===== src/design/event_pin_pkg.sv =====
// Shared constants and types for the thermal event pin monitor
package event_pin_pkg;

    // ************************************************************
    // Register offsets
    // ************************************************************
    localparam logic [7:0] OFS_STATUS_TWO = 8'h42;
    localparam logic [7:0] OFS_REMOTE_ONE_CFG = 8'h5f;
    localparam logic [7:0] OFS_LOCAL_CFG = 8'h60;
    localparam logic [7:0] OFS_REMOTE_TWO_CFG = 8'h61;
    localparam logic [7:0] OFS_REMOTE_ONE_CRIT = 8'h6a;
    localparam logic [7:0] OFS_LOCAL_CRIT = 8'h6b;
    localparam logic [7:0] OFS_REMOTE_TWO_CRIT = 8'h6c;
    localparam logic [7:0] OFS_MASK_TWO = 8'h75;
    localparam logic [7:0] OFS_CONFIG_THREE = 8'h78;
    localparam logic [7:0] OFS_TIMER = 8'h79;
    localparam logic [7:0] OFS_TIME_LIMIT = 8'h7a;

    // ************************************************************
    // Field positions
    // ************************************************************
    localparam int BIT_EVENT_PIN_ENABLE = 1;
    localparam int BIT_FULL_SPEED_ON_EVENT = 2;
    localparam int BIT_CHAN_OUT_ENABLE = 3;
    localparam int BIT_EVENT_LIMIT = 5;

    // ************************************************************
    // Reset values
    // ************************************************************
    localparam logic [7:0] RST_CHAN_CFG = 8'h00;
    localparam logic [7:0] RST_CRIT_LIMIT = 8'h64;
    localparam logic [7:0] RST_MASK_TWO = 8'h00;
    localparam logic [7:0] RST_CONFIG_THREE = 8'h00;
    localparam logic [7:0] RST_TIME_LIMIT = 8'h00;

    // ************************************************************
    // Timing
    // ************************************************************
    localparam int CLK_PERIOD_PS = 5000;
    localparam longint TICK_TIME_PS = 64'd22760000000;
    localparam int TICK_CYCLES = int'(TICK_TIME_PS / CLK_PERIOD_PS);
    localparam logic [7:0] TIMER_FULL = 8'hff;
    localparam logic [7:0] FAN_FULL_DUTY = 8'hff;
    localparam logic [7:0] FAN_OFF_DUTY = 8'h00;
    localparam int CHANNELS = 3;
    localparam int FANS = 3;

    // ************************************************************
    // Carriers
    // ************************************************************
    typedef struct packed {
        logic [1:0] channel;
        logic [9:0] temp;
    } measure_t;

    typedef struct packed {
        logic [2:0] auto_mode;
        logic [2:0] above_start;
        logic [2:0][7:0] duty;
    } fan_setting_t;

    typedef struct packed {
        logic sync_first;
        logic sync_second;
        logic [2:0][7:0] chan_cfg;
        logic [2:0][7:0] crit_limit;
        logic [7:0] mask_two;
        logic [7:0] config_three;
        logic [7:0] time_limit;
        logic seen;
        logic [7:0] ticks;
        logic [31:0] sub_count;
        logic event_limit_flag;
        logic [2:0] chan_hot;
        logic pin_drive;
        logic alert_req;
        logic [2:0][7:0] fan_duty;
        logic [7:0] rdata;
    } state_t;

endpackage


===== src/design/thermal_event_pin_monitor.sv =====
// Thermal event pin monitor: assertion timer, limit flag, fan full_speed_on_event, pin drive
//
// Summary of operation
// - Pin function only when enable bit set
// - Full_speed_on_event bit forces fans full while pin low
// - Full_speed_on_event only affects fans already running
// - Full_speed_on_event clear leaves fans at programmed duty
// - Timer accumulates while pin asserted, pauses otherwise
// - Timer clears on read, saturates at full
// - Bit0 on first assertion, then 22.76 ms counts
// - Read during assertion restarts at one
// - Read during assertion, zero limit sets flag again
// - Timer above limit sets flag, requests alert
// - Limit spans first assertion to 5.804 s
// - Limit zero first assertion; one above 45.52 ms
// - Mask bit suppresses alert, flag still set
// - Drive pin low while channel above critical
// - Channel hot state re-evaluated only per channel measurement; enable bit writes change output at once
// - One critical limit register per channel, three in all
// - Per-channel enable bits gate pin output
// - Flag sticky until cause gone and read
`timescale 1ns/10ps

module thermal_event_pin_monitor #(
    parameter int TICK_CYCLES = event_pin_pkg::TICK_CYCLES
) (
    input wire logic CLK,
    input wire logic RST,
    input wire logic [7:0] ADDR,
    input wire logic [7:0] WDATA,
    input wire logic WR,
    input wire logic RD,
    output logic [7:0] RDATA,
    input wire logic EVENT_PIN_IN,
    output logic EVENT_PIN_OUT,
    output logic EVENT_PIN_OE_N,
    input wire logic MEAS_VALID,
    input wire event_pin_pkg::measure_t MEAS,
    input wire event_pin_pkg::fan_setting_t FAN_SET,
    output logic [2:0][7:0] FAN_DUTY,
    output logic EVENT_LIMIT_FLAG,
    output logic ALERT_REQ
);

    event_pin_pkg::state_t s_q;
    event_pin_pkg::state_t s_d;

    // Temperature carries two fraction bits, so a strict compare against
    // the limit scaled by four means at least a quarter degree above it.
    function automatic logic above_limit(input logic [9:0] temp, input logic [7:0] lim);
        above_limit = temp > {lim, 2'b00};
    endfunction

    // Shown timer value: one after the first assertion until two ticks pass
    function automatic logic [7:0] shown_timer(input logic seen, input logic [7:0] ticks);
        if (ticks >= 8'h02) begin
            shown_timer = ticks;
        end else begin
            shown_timer = {7'h00, seen};
        end
    endfunction

    logic pin_asserted;
    logic timer_read;
    logic status_read;
    logic [7:0] timer_now;
    logic limit_cond;
    logic fan_running;
    logic full_speed_on_event;

    always_comb begin
        s_d = s_q;
        pin_asserted = 1'b0;
        timer_read = 1'b0;
        status_read = 1'b0;
        timer_now = 8'h00;
        limit_cond = 1'b0;
        fan_running = 1'b0;
        full_speed_on_event = 1'b0;

        // ************************************************************
        // Pin input
        // ************************************************************
        s_d.sync_first = EVENT_PIN_IN;
        s_d.sync_second = s_q.sync_first;
        pin_asserted = !s_q.sync_second
            && s_q.config_three[event_pin_pkg::BIT_EVENT_PIN_ENABLE];

        timer_read = RD && (ADDR == event_pin_pkg::OFS_TIMER);
        status_read = RD && (ADDR == event_pin_pkg::OFS_STATUS_TWO);

        // ************************************************************
        // Register writes
        // ************************************************************
        if (WR) begin
            case (ADDR)
                event_pin_pkg::OFS_REMOTE_ONE_CFG: s_d.chan_cfg[0] = WDATA;
                event_pin_pkg::OFS_LOCAL_CFG: s_d.chan_cfg[1] = WDATA;
                event_pin_pkg::OFS_REMOTE_TWO_CFG: s_d.chan_cfg[2] = WDATA;
                event_pin_pkg::OFS_REMOTE_ONE_CRIT: s_d.crit_limit[0] = WDATA;
                event_pin_pkg::OFS_LOCAL_CRIT: s_d.crit_limit[1] = WDATA;
                event_pin_pkg::OFS_REMOTE_TWO_CRIT: s_d.crit_limit[2] = WDATA;
                event_pin_pkg::OFS_MASK_TWO: s_d.mask_two = WDATA;
                event_pin_pkg::OFS_CONFIG_THREE: s_d.config_three = WDATA;
                event_pin_pkg::OFS_TIME_LIMIT: s_d.time_limit = WDATA;
                default: ;
            endcase
        end

        // ************************************************************
        // Assertion timer
        // ************************************************************
        if (timer_read) begin
            // Cleared on read; an ongoing assertion shows up as one at once
            s_d.ticks = 8'h00;
            s_d.sub_count = 32'h0;
            s_d.seen = pin_asserted;
        end else if (pin_asserted) begin
            s_d.seen = 1'b1;
            if (s_q.ticks != event_pin_pkg::TIMER_FULL) begin
                if (s_q.sub_count == 32'(TICK_CYCLES - 1)) begin
                    s_d.sub_count = 32'h0;
                    s_d.ticks = s_q.ticks + 8'h01;
                end else begin
                    s_d.sub_count = s_q.sub_count + 32'h1;
                end
            end
        end
        // Saturated timer holds without counting until it is read

        timer_now = shown_timer(s_q.seen, s_q.ticks);
        limit_cond = timer_now > s_q.time_limit;

        // ************************************************************
        // Sticky limit flag and alert request
        // ************************************************************
        // Read during assertion with a zero limit reports at once again
        if (timer_read && pin_asserted && s_q.time_limit == 8'h00) begin
            s_d.event_limit_flag = 1'b1;
        end else if (limit_cond) begin
            s_d.event_limit_flag = 1'b1;
        end else if (status_read) begin
            s_d.event_limit_flag = 1'b0;
        end
        // Alert follows the flag unless the mask bit is set, so it stays active until the flag clears or is masked
        s_d.alert_req = s_d.event_limit_flag
            && !s_q.mask_two[event_pin_pkg::BIT_EVENT_LIMIT];

        // ************************************************************
        // Pin output
        // ************************************************************
        // Hot state changes only when that channel is measured again
        if (MEAS_VALID && MEAS.channel < 2'd3) begin
            s_d.chan_hot[MEAS.channel] =
                above_limit(MEAS.temp, s_q.crit_limit[MEAS.channel]);
        end
        s_d.pin_drive = 1'b0;
        for (int c = 0; c < event_pin_pkg::CHANNELS; c++) begin
            if (s_q.chan_hot[c] && s_q.chan_cfg[c][event_pin_pkg::BIT_CHAN_OUT_ENABLE]) begin
                s_d.pin_drive = 1'b1;
            end
        end
        s_d.pin_drive = s_d.pin_drive
            && s_q.config_three[event_pin_pkg::BIT_EVENT_PIN_ENABLE];

        // ************************************************************
        // Fan full_speed_on_event
        // ************************************************************
        // Own drive also pulls the pin low and so boosts the fans as well;
        // the pin level cannot tell the two drivers apart.
        full_speed_on_event = pin_asserted
            && s_q.config_three[event_pin_pkg::BIT_FULL_SPEED_ON_EVENT];
        for (int f = 0; f < event_pin_pkg::FANS; f++) begin
            if (FAN_SET.auto_mode[f]) begin
                fan_running = FAN_SET.above_start[f];
            end else begin
                fan_running = FAN_SET.duty[f] != event_pin_pkg::FAN_OFF_DUTY;
            end
            if (full_speed_on_event && fan_running) begin
                s_d.fan_duty[f] = event_pin_pkg::FAN_FULL_DUTY;
            end else begin
                s_d.fan_duty[f] = FAN_SET.duty[f];
            end
        end

        // ************************************************************
        // Register reads
        // ************************************************************
        s_d.rdata = 8'h00;
        if (RD) begin
            case (ADDR)
                event_pin_pkg::OFS_STATUS_TWO:
                    s_d.rdata[event_pin_pkg::BIT_EVENT_LIMIT] = s_q.event_limit_flag;
                event_pin_pkg::OFS_REMOTE_ONE_CFG: s_d.rdata = s_q.chan_cfg[0];
                event_pin_pkg::OFS_LOCAL_CFG: s_d.rdata = s_q.chan_cfg[1];
                event_pin_pkg::OFS_REMOTE_TWO_CFG: s_d.rdata = s_q.chan_cfg[2];
                event_pin_pkg::OFS_REMOTE_ONE_CRIT: s_d.rdata = s_q.crit_limit[0];
                event_pin_pkg::OFS_LOCAL_CRIT: s_d.rdata = s_q.crit_limit[1];
                event_pin_pkg::OFS_REMOTE_TWO_CRIT: s_d.rdata = s_q.crit_limit[2];
                event_pin_pkg::OFS_MASK_TWO: s_d.rdata = s_q.mask_two;
                event_pin_pkg::OFS_CONFIG_THREE: s_d.rdata = s_q.config_three;
                event_pin_pkg::OFS_TIMER: s_d.rdata = timer_now;
                event_pin_pkg::OFS_TIME_LIMIT: s_d.rdata = s_q.time_limit;
                default: s_d.rdata = 8'h00;
            endcase
        end
    end

    always_ff @(posedge CLK) begin
        if (RST) begin
            s_q <= '0;
            s_q.sync_first <= 1'b1;
            s_q.sync_second <= 1'b1;
            s_q.chan_cfg <= {3{event_pin_pkg::RST_CHAN_CFG}};
            s_q.crit_limit <= {3{event_pin_pkg::RST_CRIT_LIMIT}};
            s_q.mask_two <= event_pin_pkg::RST_MASK_TWO;
            s_q.config_three <= event_pin_pkg::RST_CONFIG_THREE;
            s_q.time_limit <= event_pin_pkg::RST_TIME_LIMIT;
        end else begin
            s_q <= s_d;
        end
    end

    assign RDATA = s_q.rdata;
    assign EVENT_PIN_OUT = 1'b0;
    assign EVENT_PIN_OE_N = !s_q.pin_drive;
    assign FAN_DUTY = s_q.fan_duty;
    assign EVENT_LIMIT_FLAG = s_q.event_limit_flag;
    assign ALERT_REQ = s_q.alert_req;

endmodule // thermal_event_pin_monitor


===== config.mk =====
export PLATFORM = sky130hd
export DESIGN_NAME = thermal_event_pin_monitor
export DESIGN_NICKNAME = d
export VERILOG_FILES = /design/src/design/event_pin_pkg.sv /design/src/design/thermal_event_pin_monitor.sv
export SDC_FILE = /design/constraint.sdc
export NUM_CORES = 1
export LEC_CHECK = 0
export BUFFER_PORTS_ARGS = -buffer_cell sky130_fd_sc_hd__clkbuf_2
export CORE_ASPECT_RATIO = 1.75
export CORE_MARGIN = 10
export CORE_UTILIZATION = 52
export DETAILED_ROUTE_END_ITERATION = 10
export PLACE_DENSITY_LB_ADDON = 0.12
export SYNTH_ARGS = -nofsm -noshare
export SYNTH_HDL_FRONTEND = slang
export SYNTH_SLANG_ARGS = --single-unit

===== constraint.sdc =====
create_clock -name CLK -period 2.7 [get_ports CLK]
set_input_delay 0.81 -clock CLK [delete_from_list [all_inputs] [get_ports CLK]]
set_output_delay 0.81 -clock CLK [all_outputs]
set_load 0.01 [all_outputs]

After elaboration in Yosys (flattened, before gate mapping):

Index checks and enable logic that the tools add are counted.

* reductions and logical operators: 37
* bitwise logic cells: 1
* order comparisons: 6
* add/subtract/negate cells: 2
* mux-type cells: 26
* eq/ne operators: 13

Operators with widths (number)
* equality test 8 x 7 -> 1 bit (second input constant): 11
* two-way mux 41 bit: 2
* one-hot mux 5 bit (10 select lines): 1
* two-way mux 8 bit: 6
* two-way mux 40 bit: 1
* adder 32 x 1 -> 32 bit (second input constant): 1
* equality test 32 x 23 -> 1 bit (second input constant): 1
* two-way mux 32 bit: 1
* nonzero test 8 bit: 3
* one-hot mux 2 bit (10 select lines): 1
* AND reduction 2 bit: 10
* binary-select mux 8 bit (select 2 bit): 1
* logical AND 1 bit: 16
* one-hot mux 1 bit (11 select lines): 1
* greater-than comparator 10 bit: 1
* two-way mux 1 bit: 10
* adder 8 x 1 -> 8 bit (second input constant): 1
* >= comparator 8 x 2 -> 1 bit (second input constant): 1
* greater-than comparator 8 bit: 1
* zero test 8 bit: 1
* != test 8 bit (second input constant): 1
* OR reduction 2 bit: 2
* bitwise mux 3 bit: 1
* zero test 1 bit: 3
* 7 further kinds: 7

* register bits after elaboration: 153
* bits of input ports: 64
* word-level logic and storage cells: 107

Logic depth before layout (Yosys ltp):

Gate-level depths: netlist of the first run.

* word-level depth: 6
* mapped depth: 11
* gate-level depth less buffers: 11

Worst setup path after synthesis of the first run:

No wires, ideal clock.

* path type: input -> register
* start: in MEAS[11] in the netlist's numbering
* end: reg s_q[34] in the netlist's numbering
* arrival: 2.605 ns
* cell stages on the path: 9
* setup slack: -0.036 ns
* setup time: 0.131 ns
* data required time: 2.569 ns
* buffers on the path: 1
* path through: clkbuf_1 > mux2i_1 > nor2_1 > a21oi_1 > ha_1 > a21o_1 > a21o_1 > a211oi_1 > o41ai_1

* cells in the longest elaborated chain, start to end: 5
* elaborated cells between the ends (all ways): 11
* those cells by class: order compare: 4; mux: 5; reduce/logical: 2

RTL lines
* start: declaration: line thermal_event_pin_monitor.sv:38 `input wire event_pin_pkg::measure_t MEAS,`
* branches (longest 5 deep; another with greater-than comparator 10 bit)
* end: declaration: line thermal_event_pin_monitor.sv:45 `event_pin_pkg::state_t s_q;`

Several ways; the timed one is not identified. The select of a mux whose other input is x is not followed.
A chain may end at the register's enable or synchronous reset.

Worst setup path in the final report of the first run:

* start: reg s_q[70] in the netlist's numbering
* end: reg s_q, in the netlist ALERT_REQ

* cells in the longest elaborated chain, start to end: 6

RTL lines
* >= comparator 8 x 2 -> 1 bit: line thermal_event_pin_monitor.sv:56 `if (ticks >= 8'h02) begin`
* two-way mux 8 bit *: line thermal_event_pin_monitor.sv:56
* greater-than comparator 8 bit *: line thermal_event_pin_monitor.sv:132 `limit_cond = timer_now > s_q.time_limit;`
* two-way mux 1 bit *: line thermal_event_pin_monitor.sv:140 `end else if (limit_cond) begin`
* two-way mux 1 bit *: line thermal_event_pin_monitor.sv:138 `if (timer_read && pin_asserted && s_q.time_limit == 8'h00) begin`
* logical AND 1 bit *: line thermal_event_pin_monitor.sv:147 `&& !s_q.mask_two[event_pin_pkg::BIT_EVENT_LIMIT];`

Every way passes the cells marked *; elsewhere a longest branch is shown, timed or not.

==> qor.csv, run 1 <==
metric;value;unit
status;complete, no violations;
total grt overflow;0;
routed length per instance;20.8;um
Max Cap Viol;0;
Area Growth Syn to Fin;16.5;%
clock skew;0.00806;ns
GR met3 Demand/Resource;4.90;%
period utilization;88.3;%
Comb pwr share;6.7;%
total number of vias;7023;
peak supply drop;0.406;mV
Fmax;419;MHz
Largest stage delay, worst path;0.39;ns
critical-path maximum fanout;5;
H-tree depth;4;
hold_buf cts;0;
fillcell total;1268;
Core Region;14400;um2
library cells used by synthesis;68;
synthesized area;7640;um2
critical-path cell list;inv_1 -> ha_1 -> nor4_1 -> nand2_1 -> mux2i_1 -> ha_1 -> nor2b_1 -> o211ai_1 -> a21oi_1 -> o31ai_1 -> a31oi_1;
critical path data required time;2.99;ns
Antenna Cells;0;
Max Slew Vio Count;0;
gr usage total;23.5;%
initial antenna violation count;0;
LEAKAGE;3.74;nW
Hold Path Class;reg -> reg;
syn avg cell area;8.39;um2
DR pass1 iterations;8;
CTS tree;yes;
vias in the first global route;7185;
Sw Ratio;23.7;%
GPL Wtd Cong;0.959;
Final #Nets;1063;
Die ar.;20100;um2
Die H;180;um
Power Density;561;nW/um2
Num CTS Buffers;17;
Hold Violations, Final;0;
final WL;24400;um
I/O Buffers;98;
unrepaired setup endpoints after global routing;false;
Crit path buffers/inverters;1;
global-route wire length before repair;38200;um
Worst setup EP type;flop;
Int Pwr;0.00381;W
dpl ws;-0.0501;ns
Worst path most repeated cell;ha_1;
post-synth net total;993;
share of post-route cells with drive strength above 1;20.1;%
# clock sinks;153;
fin worst setup slack;0.315;ns
ys flop type;dfxtp_1;
Clock Power Share;47.5;%
I/O pin count;100;
Reg power frac;45.9;%
initial DRC count;461;
Via density;5.99;
Slew headroom;31.3;%
CP max-delay cell;dfxtp_1;
worst-margin pin slew;1.02;ns
Mapped Cells;910;
crit path DAT;2.67;ns
Synth Warn #;0;
ys async rst share;0;%
clock tree buffer depth;2;
Routed Antenna Nets;0;
minimum clock period;2.39;ns
met2 GRT Util;42.7;%
post-cts resize count;0;
CP delay by family, top;compound AO/OA/AOI/OAI gates;
Setup crit start kind;flop;
GR peak layer;met2;
final core occ;61.9;%
WS Path Type;reg -> reg;
# Post-CTS Setup Buffers;0;
Finish-stage setup viols;0;
die width;112;um
clk slew on worst S/H paths;0.06;ns
DP Wirelength;18700;um
sequential area share after synthesis;40.1;%
clock root buffer;clkbuf_16;
Initial Util;53.2;%
number of synthesized flops with an enable pin;0;
largest net degree at the start of global routing;78;
GR Util met1;22.7;%
setup TNS;0;ns
Worst-Skew Late Latency;0.42;ns
Synth Register Bits;153;
Rows;58;
Residual DRC;0;
net switching power;0.00118;W
-- state kept, by name, indices dropped and copies added (netlist names) --
register	cells
ALERT_REQ	1
EVENT_LIMIT_FLAG	1
FAN_DUTY	24
RDATA	8
s_d	1
s_q	118
-- power by group through the flow --
stage | logic (W) | registers [W] | clock network [W]
5_1_grt | 0.000362 | 0.00229 | 0.00249
3_3_place_gp | 0.000322 | 0.00234 | 0
3_5_place_dp | 0.000330 | 0.00234 | 0
6_report | 0.000333 | 0.00229 | 0.00237
4_1_cts | 0.000331 | 0.00229 | 0.00241
2_1_floorplan | 0.000188 | 0.00234 | 0
-- cells in the mapped netlist (8+ instances only) --
| cell type | count | area, um2 |
|---|---|---|
| dfxtp_1 | 153 | 3060 |
| nor2_1 | 83 | 312 |
| a21oi_1 | 82 | 410 |
| nand2_1 | 73 | 274 |
| clkbuf_1 | 62 | 233 |
| mux2i_1 | 52 | 521 |
| nand3_1 | 46 | 230 |
| inv_1 | 39 | 146 |
| buf_4 | 33 | 248 |
| and3_1 | 27 | 169 |
| nand4_1 | 26 | 163 |
| xor2_1 | 24 | 210 |
| ha_1 | 19 | 238 |
| nor4_1 | 18 | 113 |
| and4_1 | 13 | 114 |
| a31oi_1 | 12 | 75.1 |
| nor2b_1 | 11 | 68.8 |
| o21ai_0 | 10 | 50.1 |
| nand3b_1 | 9 | 67.6 |
| nor3_1 | 8 | 40.0 |
-- path summary, 6_finish.rpt --
kind / depth (start not counted) / slack [ns] / from / to
hold reg to reg: 2 / 0.45 / s_q[131] / s_q[131]
setup / recovery: 11 / 0.31 / s_q[70] / ALERT_REQ
setup reg to reg: 11 / 0.31 / s_q[70] / ALERT_REQ
hold / removal: 2 / 0.45 / s_q[131] / s_q[131]
-- metrics by stage --
| step | area, um2 | hold slack (ns) | std cells | power (W) |
|---|---|---|---|---|
| after floorplan | 7640 | 0.389 | 910 | 0.00252 |
| after global placement | 8310 | 0.436 | 1141 | 0.00266 |
| after detailed placement | 8310 | 0.445 | 1141 | 0.00267 |
| after CTS | 8890 | 0.454 | 1173 | 0.00503 |
| after global routing | 8890 | 0.475 | 1173 | 0.00514 |
| final | 8890 | 0.452 | 1173 | 0.00499 |
-- cell usage in the layout, fill, tap and decap left out, types with 8 or more instances in the layout --
cell / n
inv_1: 39
clkbuf_2: 97
nand3_1: 46
and3_1: 27
mux2i_1: 52
buf_4: 54
a31oi_1: 12
clkbuf_16: 17
nor2_1: 83
nand3b_1: 9
ha_1: 19
nor4_1: 18
xor2_1: 24
and4_1: 13
nor2b_1: 11
a21oi_1: 82
nor3_1: 8
nand4_1: 26
dfxtp_1: 153
o21ai_0: 10
nand2_1: 73
-- layout make-up --
cell class / instances / area (um2) / share of cell area, %
Sequential cell: 153 / 3060 / 34.4
Tap cell: 180 / 225 / 2.53
Timing Repair Buffer: 155 / 971 / 10.9
Multi-Input combinational cell: 614 / 3900 / 43.9
Inverter: 39 / 146 / 1.65
Clock buffer: 20 / 447 / 5.02
Clock inverter: 12 / 141 / 1.59
-- metal layers --
layer | vias up | routed length (um)
met4 | 0 | 1760
met1 | 3326 | 8590
met2 | 264 | 12700
met3 | 93 | 1350
met5 | - | 0
li1 | 3340 | -
-- cells by family (layout without fill, tap and decap cells) --
family,count (synthesis),in the layout,share of synthesized area (%)
other,1,1,0.0491
DFF,153,153,40.1
and+or+nand+nor,350,350,23.9
buffers and inverters,143,226,8.81
adders and majority gates,19,19,3.11
muxes,53,53,6.96
xor gates and xnor gates,29,29,3.33
AOI/OAI and AO/OA,162,162,13.7
-- worst register-to-register path: stages, from the launching register on --
cell,delay [ns]
dfxtp_1,0.39
inv_1,0.08
ha_1,0.19
nor4_1,0.19
nand2_1,0.10
mux2i_1,0.31
ha_1,0.22
nor2b_1,0.05
o211ai_1,0.16
a21oi_1,0.08
o31ai_1,0.34
a31oi_1,0.14
No activity file was read; power rests on OpenSTA's default activity.
==> run 2: changes to the inputs <==
==> constraint.sdc (replaced) <==
create_clock -name CLK -period 1.9 [get_ports CLK]
set_input_delay 0.57 -clock CLK [delete_from_list [all_inputs] [get_ports CLK]]
set_output_delay 0.57 -clock CLK [all_outputs]
set_load 0.01 [all_outputs]
==> run 2 against run 1 <==
Clock skew rose by 0.0025 ns. First-iteration DRC count rose by 27%. Combinational power rose by 72%. Maximum frequency rose by 15%. Sequential cell count did not move. Largest power group unchanged. Clock-buffer cell count fell by 2. The flow now finishes with violations (negative setup slack). Clock power rose by 39%. Cell count rose by 9.0%. Worst hold slack got worse by 0.14 ns.
==> qor.csv, run 2 (same netlist as run 1, synthesis figures left out) <==
metric;value;unit
share of post-route cells with drive strength above 1;36.2;%
peak supply drop;0.691;mV
Setup crit start kind;flop;
Max Cap Viol;0;
H-tree depth;4;
net switching power;0.00187;W
R2R setup slack;-0.17;ns
dpl ws;-0.512;ns
commonest non-fill, non-tap cell in the layout;buf_4;
Worst setup EP type;flop;
worst reg-to-reg path cell count;7;
DR pass1 iterations;5;
total number of vias;7635;
Routed Antenna Nets;0;
Power Density;692;nW/um2
Int Pwr;0.00525;W
Die H;180;um
I/O Buffers;98;
clock tree buffer depth;2;
Finish-stage setup viols;37;
gr usage total;26.2;%
clock skew;0.0105;ns
Sw Ratio;26.3;%
hold endpoint;s_d[151];
status;finished, violations left;
unrepaired setup endpoints after global routing;true;
DP Wirelength;20500;um
WS Path Type;reg -> reg;
clk slew on worst S/H paths;0.07;ns
minimum clock period;2.07;ns
Die ar.;20100;um2
initial DRC count;585;
routed length per instance;21.5;um
max FFs per register;118;
Max Slew Vio Count;0;
fillcell total;1131;
CTS tree;yes;
LEAKAGE;4.35;nW
HP Start;EVENT_PIN_IN;
Clock Power Share;46.3;%
non-filler cells, final;1279;
period utilization;109;%
Area Growth Syn to Fin;34.8;%
Initial Util;53.2;%
final core occ;71.6;%
GPL Wtd Cong;0.962;
Antenna Cells;0;
Worst-Skew Late Latency;0.44;ns
Placed Cells incl. Taps;1233;
Reg power frac;45.6;%
Final #Nets;1169;
Core Region;14400;um2
I/O pin count;100;
die width;112;um
Fmax;484;MHz
clock root buffer;clkbuf_16;
initial antenna violation count;0;
Largest Register;s_q;
crit path DAT;2.38;ns
global-route wire length before repair;42200;um
Hold Path Class;in -> reg;
Residual DRC;0;
reg-to-reg startpoint;s_q[57];
total grt overflow;0;
final WL;27500;um
critical path data required time;2.21;ns
Rows;58;
Hold Violations, Final;0;
footprint of the multi-input gates;4390;um2
fin worst setup slack;-0.167;ns
Comb pwr share;8.1;%
most frequent cells in the layout;buf_4 (148), dfxtp_1 (140), clkbuf_2 (96);
FF/Latch Area;3080;um2
Num CTS Buffers;17;
critical-path maximum fanout;5;
total power;0.00712;W
# clock sinks;153;
Via density;5.97;
R2R Path End;s_q[75];
Worst Hold Depth;2;
largest net degree at the start of global routing;56;
violated checks;negative setup slack;
vias in the first global route;8098;
run 2: cell types whose count changed in the layout (fill, tap and decap cells not counted), moves of 6 or more:
cell / delta
nor2_1: -28
buf_4: +94
nor2_2: +14
a21oi_2: +9
dfxtp_1: -13
nand3_1: -6
buf_6: +6
nor2_4: +14
dfxtp_2: +12
xor2_1: -7
a21oi_1: -9
xor2_2: +7
run 2: worst max-delay path, cell delays in order (launching register included):
cell     delay (ns)
dfxtp_2        0.34
nor4_4         0.31
nand4_1        0.12
buf_4          0.17
or3_4          0.41
buf_6          0.14
o31ai_1        0.33
a21oi_1        0.11
run 2: area by class of cell:
cell class	instances	share of cell area, %
Multi-Input combinational cell	614	42.7
Clock buffer	18	4.27
Timing Repair Buffer	261	18.3
Sequential cell	153	29.9
Clock inverter	14	1.24
Tap cell	180	2.19
Inverter	39	1.42
run 2: power by group through the flow:
| stage | registers [W] | logic [W] | clock network [W] |
|---|---|---|---|
| detailed placement | 0.00333 | 0.000511 | 0 |
| CTS | 0.00325 | 0.000553 | 0.00334 |
| finish | 0.00325 | 0.000574 | 0.00330 |
| global route | 0.00325 | 0.000612 | 0.00345 |
| floorplan | 0.00332 | 0.000278 | 0 |
| global placement | 0.00333 | 0.000502 | 0 |
run 2: timing repair:
| action | 4_1_cts | 5_1_grt |
|---|---|---|
| setup buffers | 7 | 6 |
| resized for setup | 38 | 88 |
| hold endpoints to repair | 0 | 0 |
| hold buffers | 0 | 0 |
| gates cloned | 4 | 0 |
| setup endpoints to repair | 44 | 45 |
| pin swaps | 21 | 36 |
run 2: stage by stage:
step	TNS [ns]	hold WS [ns]	cell area, um2
3_3_place_gp	-23.99	0.399	9070
5_1_grt	-4.55	0.331	10300
3_5_place_dp	-27.77	0.409	9070
6_report	-1.81	0.315	10300
2_1_floorplan	-0.614	0.389	7740
4_1_cts	-1.49	0.310	9970
run 2: worst max path at each step:
stage	cells past startpoint	start	to	slack, ns
after floorplan	10	MEAS[11]	s_q[34]	-0.19
after global placement	9	MEAS[11]	s_q[35]	-0.40
after detailed placement	9	MEAS[11]	s_q[35]	-0.51
after CTS	11	s_q[70]	ALERT_REQ	-0.14
after global routing	7	s_q[57]	s_q[75]	-0.28
final	7	s_q[57]	s_q[75]	-0.17
run 2: per-layer routing:
metal	share of wire (%)	vias to the layer above	global-route usage [%]
met5	0	-	0
met4	7.2	0	18.6
met3	5.2	122	5.37
met2	53	331	49.4
met1	34	3635	23.8
li1	-	3547	-
==> run 3: changes to the inputs <==
--- a/config.mk
+++ b/config.mk
@@ -10,6 +10,7 @@
 export CORE_MARGIN = 10
 export CORE_UTILIZATION = 52
 export DETAILED_ROUTE_END_ITERATION = 10
+export MAX_ROUTING_LAYER = met4
 export PLACE_DENSITY_LB_ADDON = 0.12
 export SYNTH_ARGS = -nofsm -noshare
 export SYNTH_HDL_FRONTEND = slang
==> run 3 against run 2 <==
The flow still finishes with violations (negative setup slack). Clock skew increased by 0.0028 ns. Register-to-register slack about the same. Via count decreased by 0.43%. Sequential cell count unchanged. Clock-buffer cell count unchanged. First-iteration DRC count decreased by 19%. Setup slack improved by 0.011 ns. Utilization increased by 0.42 points. Largest power group is now registers.
==> qor.csv, run 3 (same netlist as run 1, synthesis figures left out) <==
metric;value;unit
status;finished, violations left;
violated checks;negative setup slack;
setup TNS;-2.93;ns
I/O Buffers;98;
Die H;180;um
Max Cap Viol;0;
Routed Antenna Nets;0;
global-route wire length before repair;42100;um
clock skew;0.0133;ns
period utilization;108;%
clock root buffer;clkbuf_16;
WS Path Type;reg -> reg;
critical path data required time;2.22;ns
Final #Nets;1174;
worst-margin pin slew;0.501;ns
Finish-stage setup viols;38;
DP Wirelength;20500;um
Num CTS Buffers;17;
Worst Hold Depth;2;
Antenna Cells;0;
max FFs per register;118;
final WL;27400;um
dpl ws;-0.523;ns
Rows;58;
Hold Path Class;in -> reg;
die width;112;um
total number of vias;7602;
peak supply drop;0.692;mV
GPL Wtd Cong;0.974;
largest net degree at the start of global routing;53;
Residual DRC;0;
Die ar.;20100;um2
Largest Register;s_q;
Max Slew Vio Count;0;
Power Density;674;nW/um2
most frequent cells in the layout;buf_4 (153), dfxtp_1 (143), clkbuf_2 (96);
Area Growth Syn to Fin;35.6;%
LEAKAGE;4.38;nW
initial DRC count;475;
Worst-Skew Late Latency;0.42;ns
total power;0.00697;W
Worst setup EP type;flop;
routed length per instance;21.3;um
unrepaired setup endpoints after global routing;true;
share of post-route cells with drive strength above 1;35.7;%
Via density;5.93;
crit path DAT;2.37;ns
worst reg-to-reg path cell count;10;
H-tree depth;4;
Slew headroom;66.5;%
CTS tree;yes;
final core occ;72.0;%
clk slew on worst S/H paths;0.07;ns
commonest non-fill, non-tap cell in the layout;buf_4;
Initial Util;53.2;%
initial antenna violation count;0;
total grt overflow;0;
Core Region;14400;um2
Setup crit start kind;flop;
vias in the first global route;7850;
# clock sinks;153;
Fmax;486;MHz
hold_ws;0.329;ns
DR pass1 iterations;5;
critical-path maximum fanout;6;
fin worst setup slack;-0.156;ns
gr usage total;26.6;%
I/O pin count;100;
minimum clock period;2.06;ns
Hold Violations, Final;0;
clock tree buffer depth;2;
run 3: final cells by class:
cell class / instances / area, um2
clock buffer: 18 / 429
clock inverter: 13 / 110
fill: 1117 / 4020
inverter: 39 / 146
multi-input combinational: 614 / 4430
sequential: 153 / 3080
tap: 180 / 225
timing repair buffer: 266 / 1940
run 3: critical path: stages, from the launching register on:
cell and delay, ns:
dfxtp_4 0.37, buf_6 0.12, ha_4 0.16, buf_6 0.12
and3_4 0.19, a211oi_4 0.34, buf_6 0.21, buf_4 0.12
nand3_1 0.09, xor2_1 0.16, nor2_1 0.06
run 3: timing repair:
action / in CTS / in global routing
hold buffers: 0 / 0
gates resized for setup: 35 / 83
endpoints found under the setup margin: 43 / 50
cloned: 2 / 2
pin swaps: 11 / 36
buffers inserted: 3 / 5
run 3: worst paths after layout:
check | from | endpoint | slack, ns
worst max-delay path | s_q[71] | s_q[51] | -0.16
worst min-delay path | EVENT_PIN_IN | s_d[151] | 0.33
worst max register to register | s_q[71] | s_q[51] | -0.16
worst min register to register | s_d[151] | s_q[151] | 0.43
run 3: metrics by stage:
step,cells,area (um2)
3_3_place_gp,1240,9150
6_report,1283,10400
3_5_place_dp,1240,9150
2_1_floorplan,910,7740
4_1_cts,1276,9900
5_1_grt,1283,10400
run 3: routing by layer:
| layer | global-route usage (%) | vias to the layer above | part of all wire, % |
|---|---|---|---|
| met5 | - | - | 0 |
| met4 | 18.9 | 0 | 7.6 |
| met3 | 5.07 | 119 | 5.7 |
| met2 | 46.6 | 351 | 52 |
| met1 | 25.6 | 3585 | 35 |
| li1 | - | 3547 | - |
run 3: where the power goes:
| group | switching, W | total (W) | internal (W) | leakage [nW] |
|---|---|---|---|---|
| sequential | 0.0000124 | 0.00325 | 0.00324 | 1.25 |
| combinational | 0.000326 | 0.000572 | 0.000247 | 2.88 |
| clock | 0.00145 | 0.00315 | 0.00170 | 0.254 |
| total | 0.00179 | 0.00697 | 0.00519 | 4.38 |
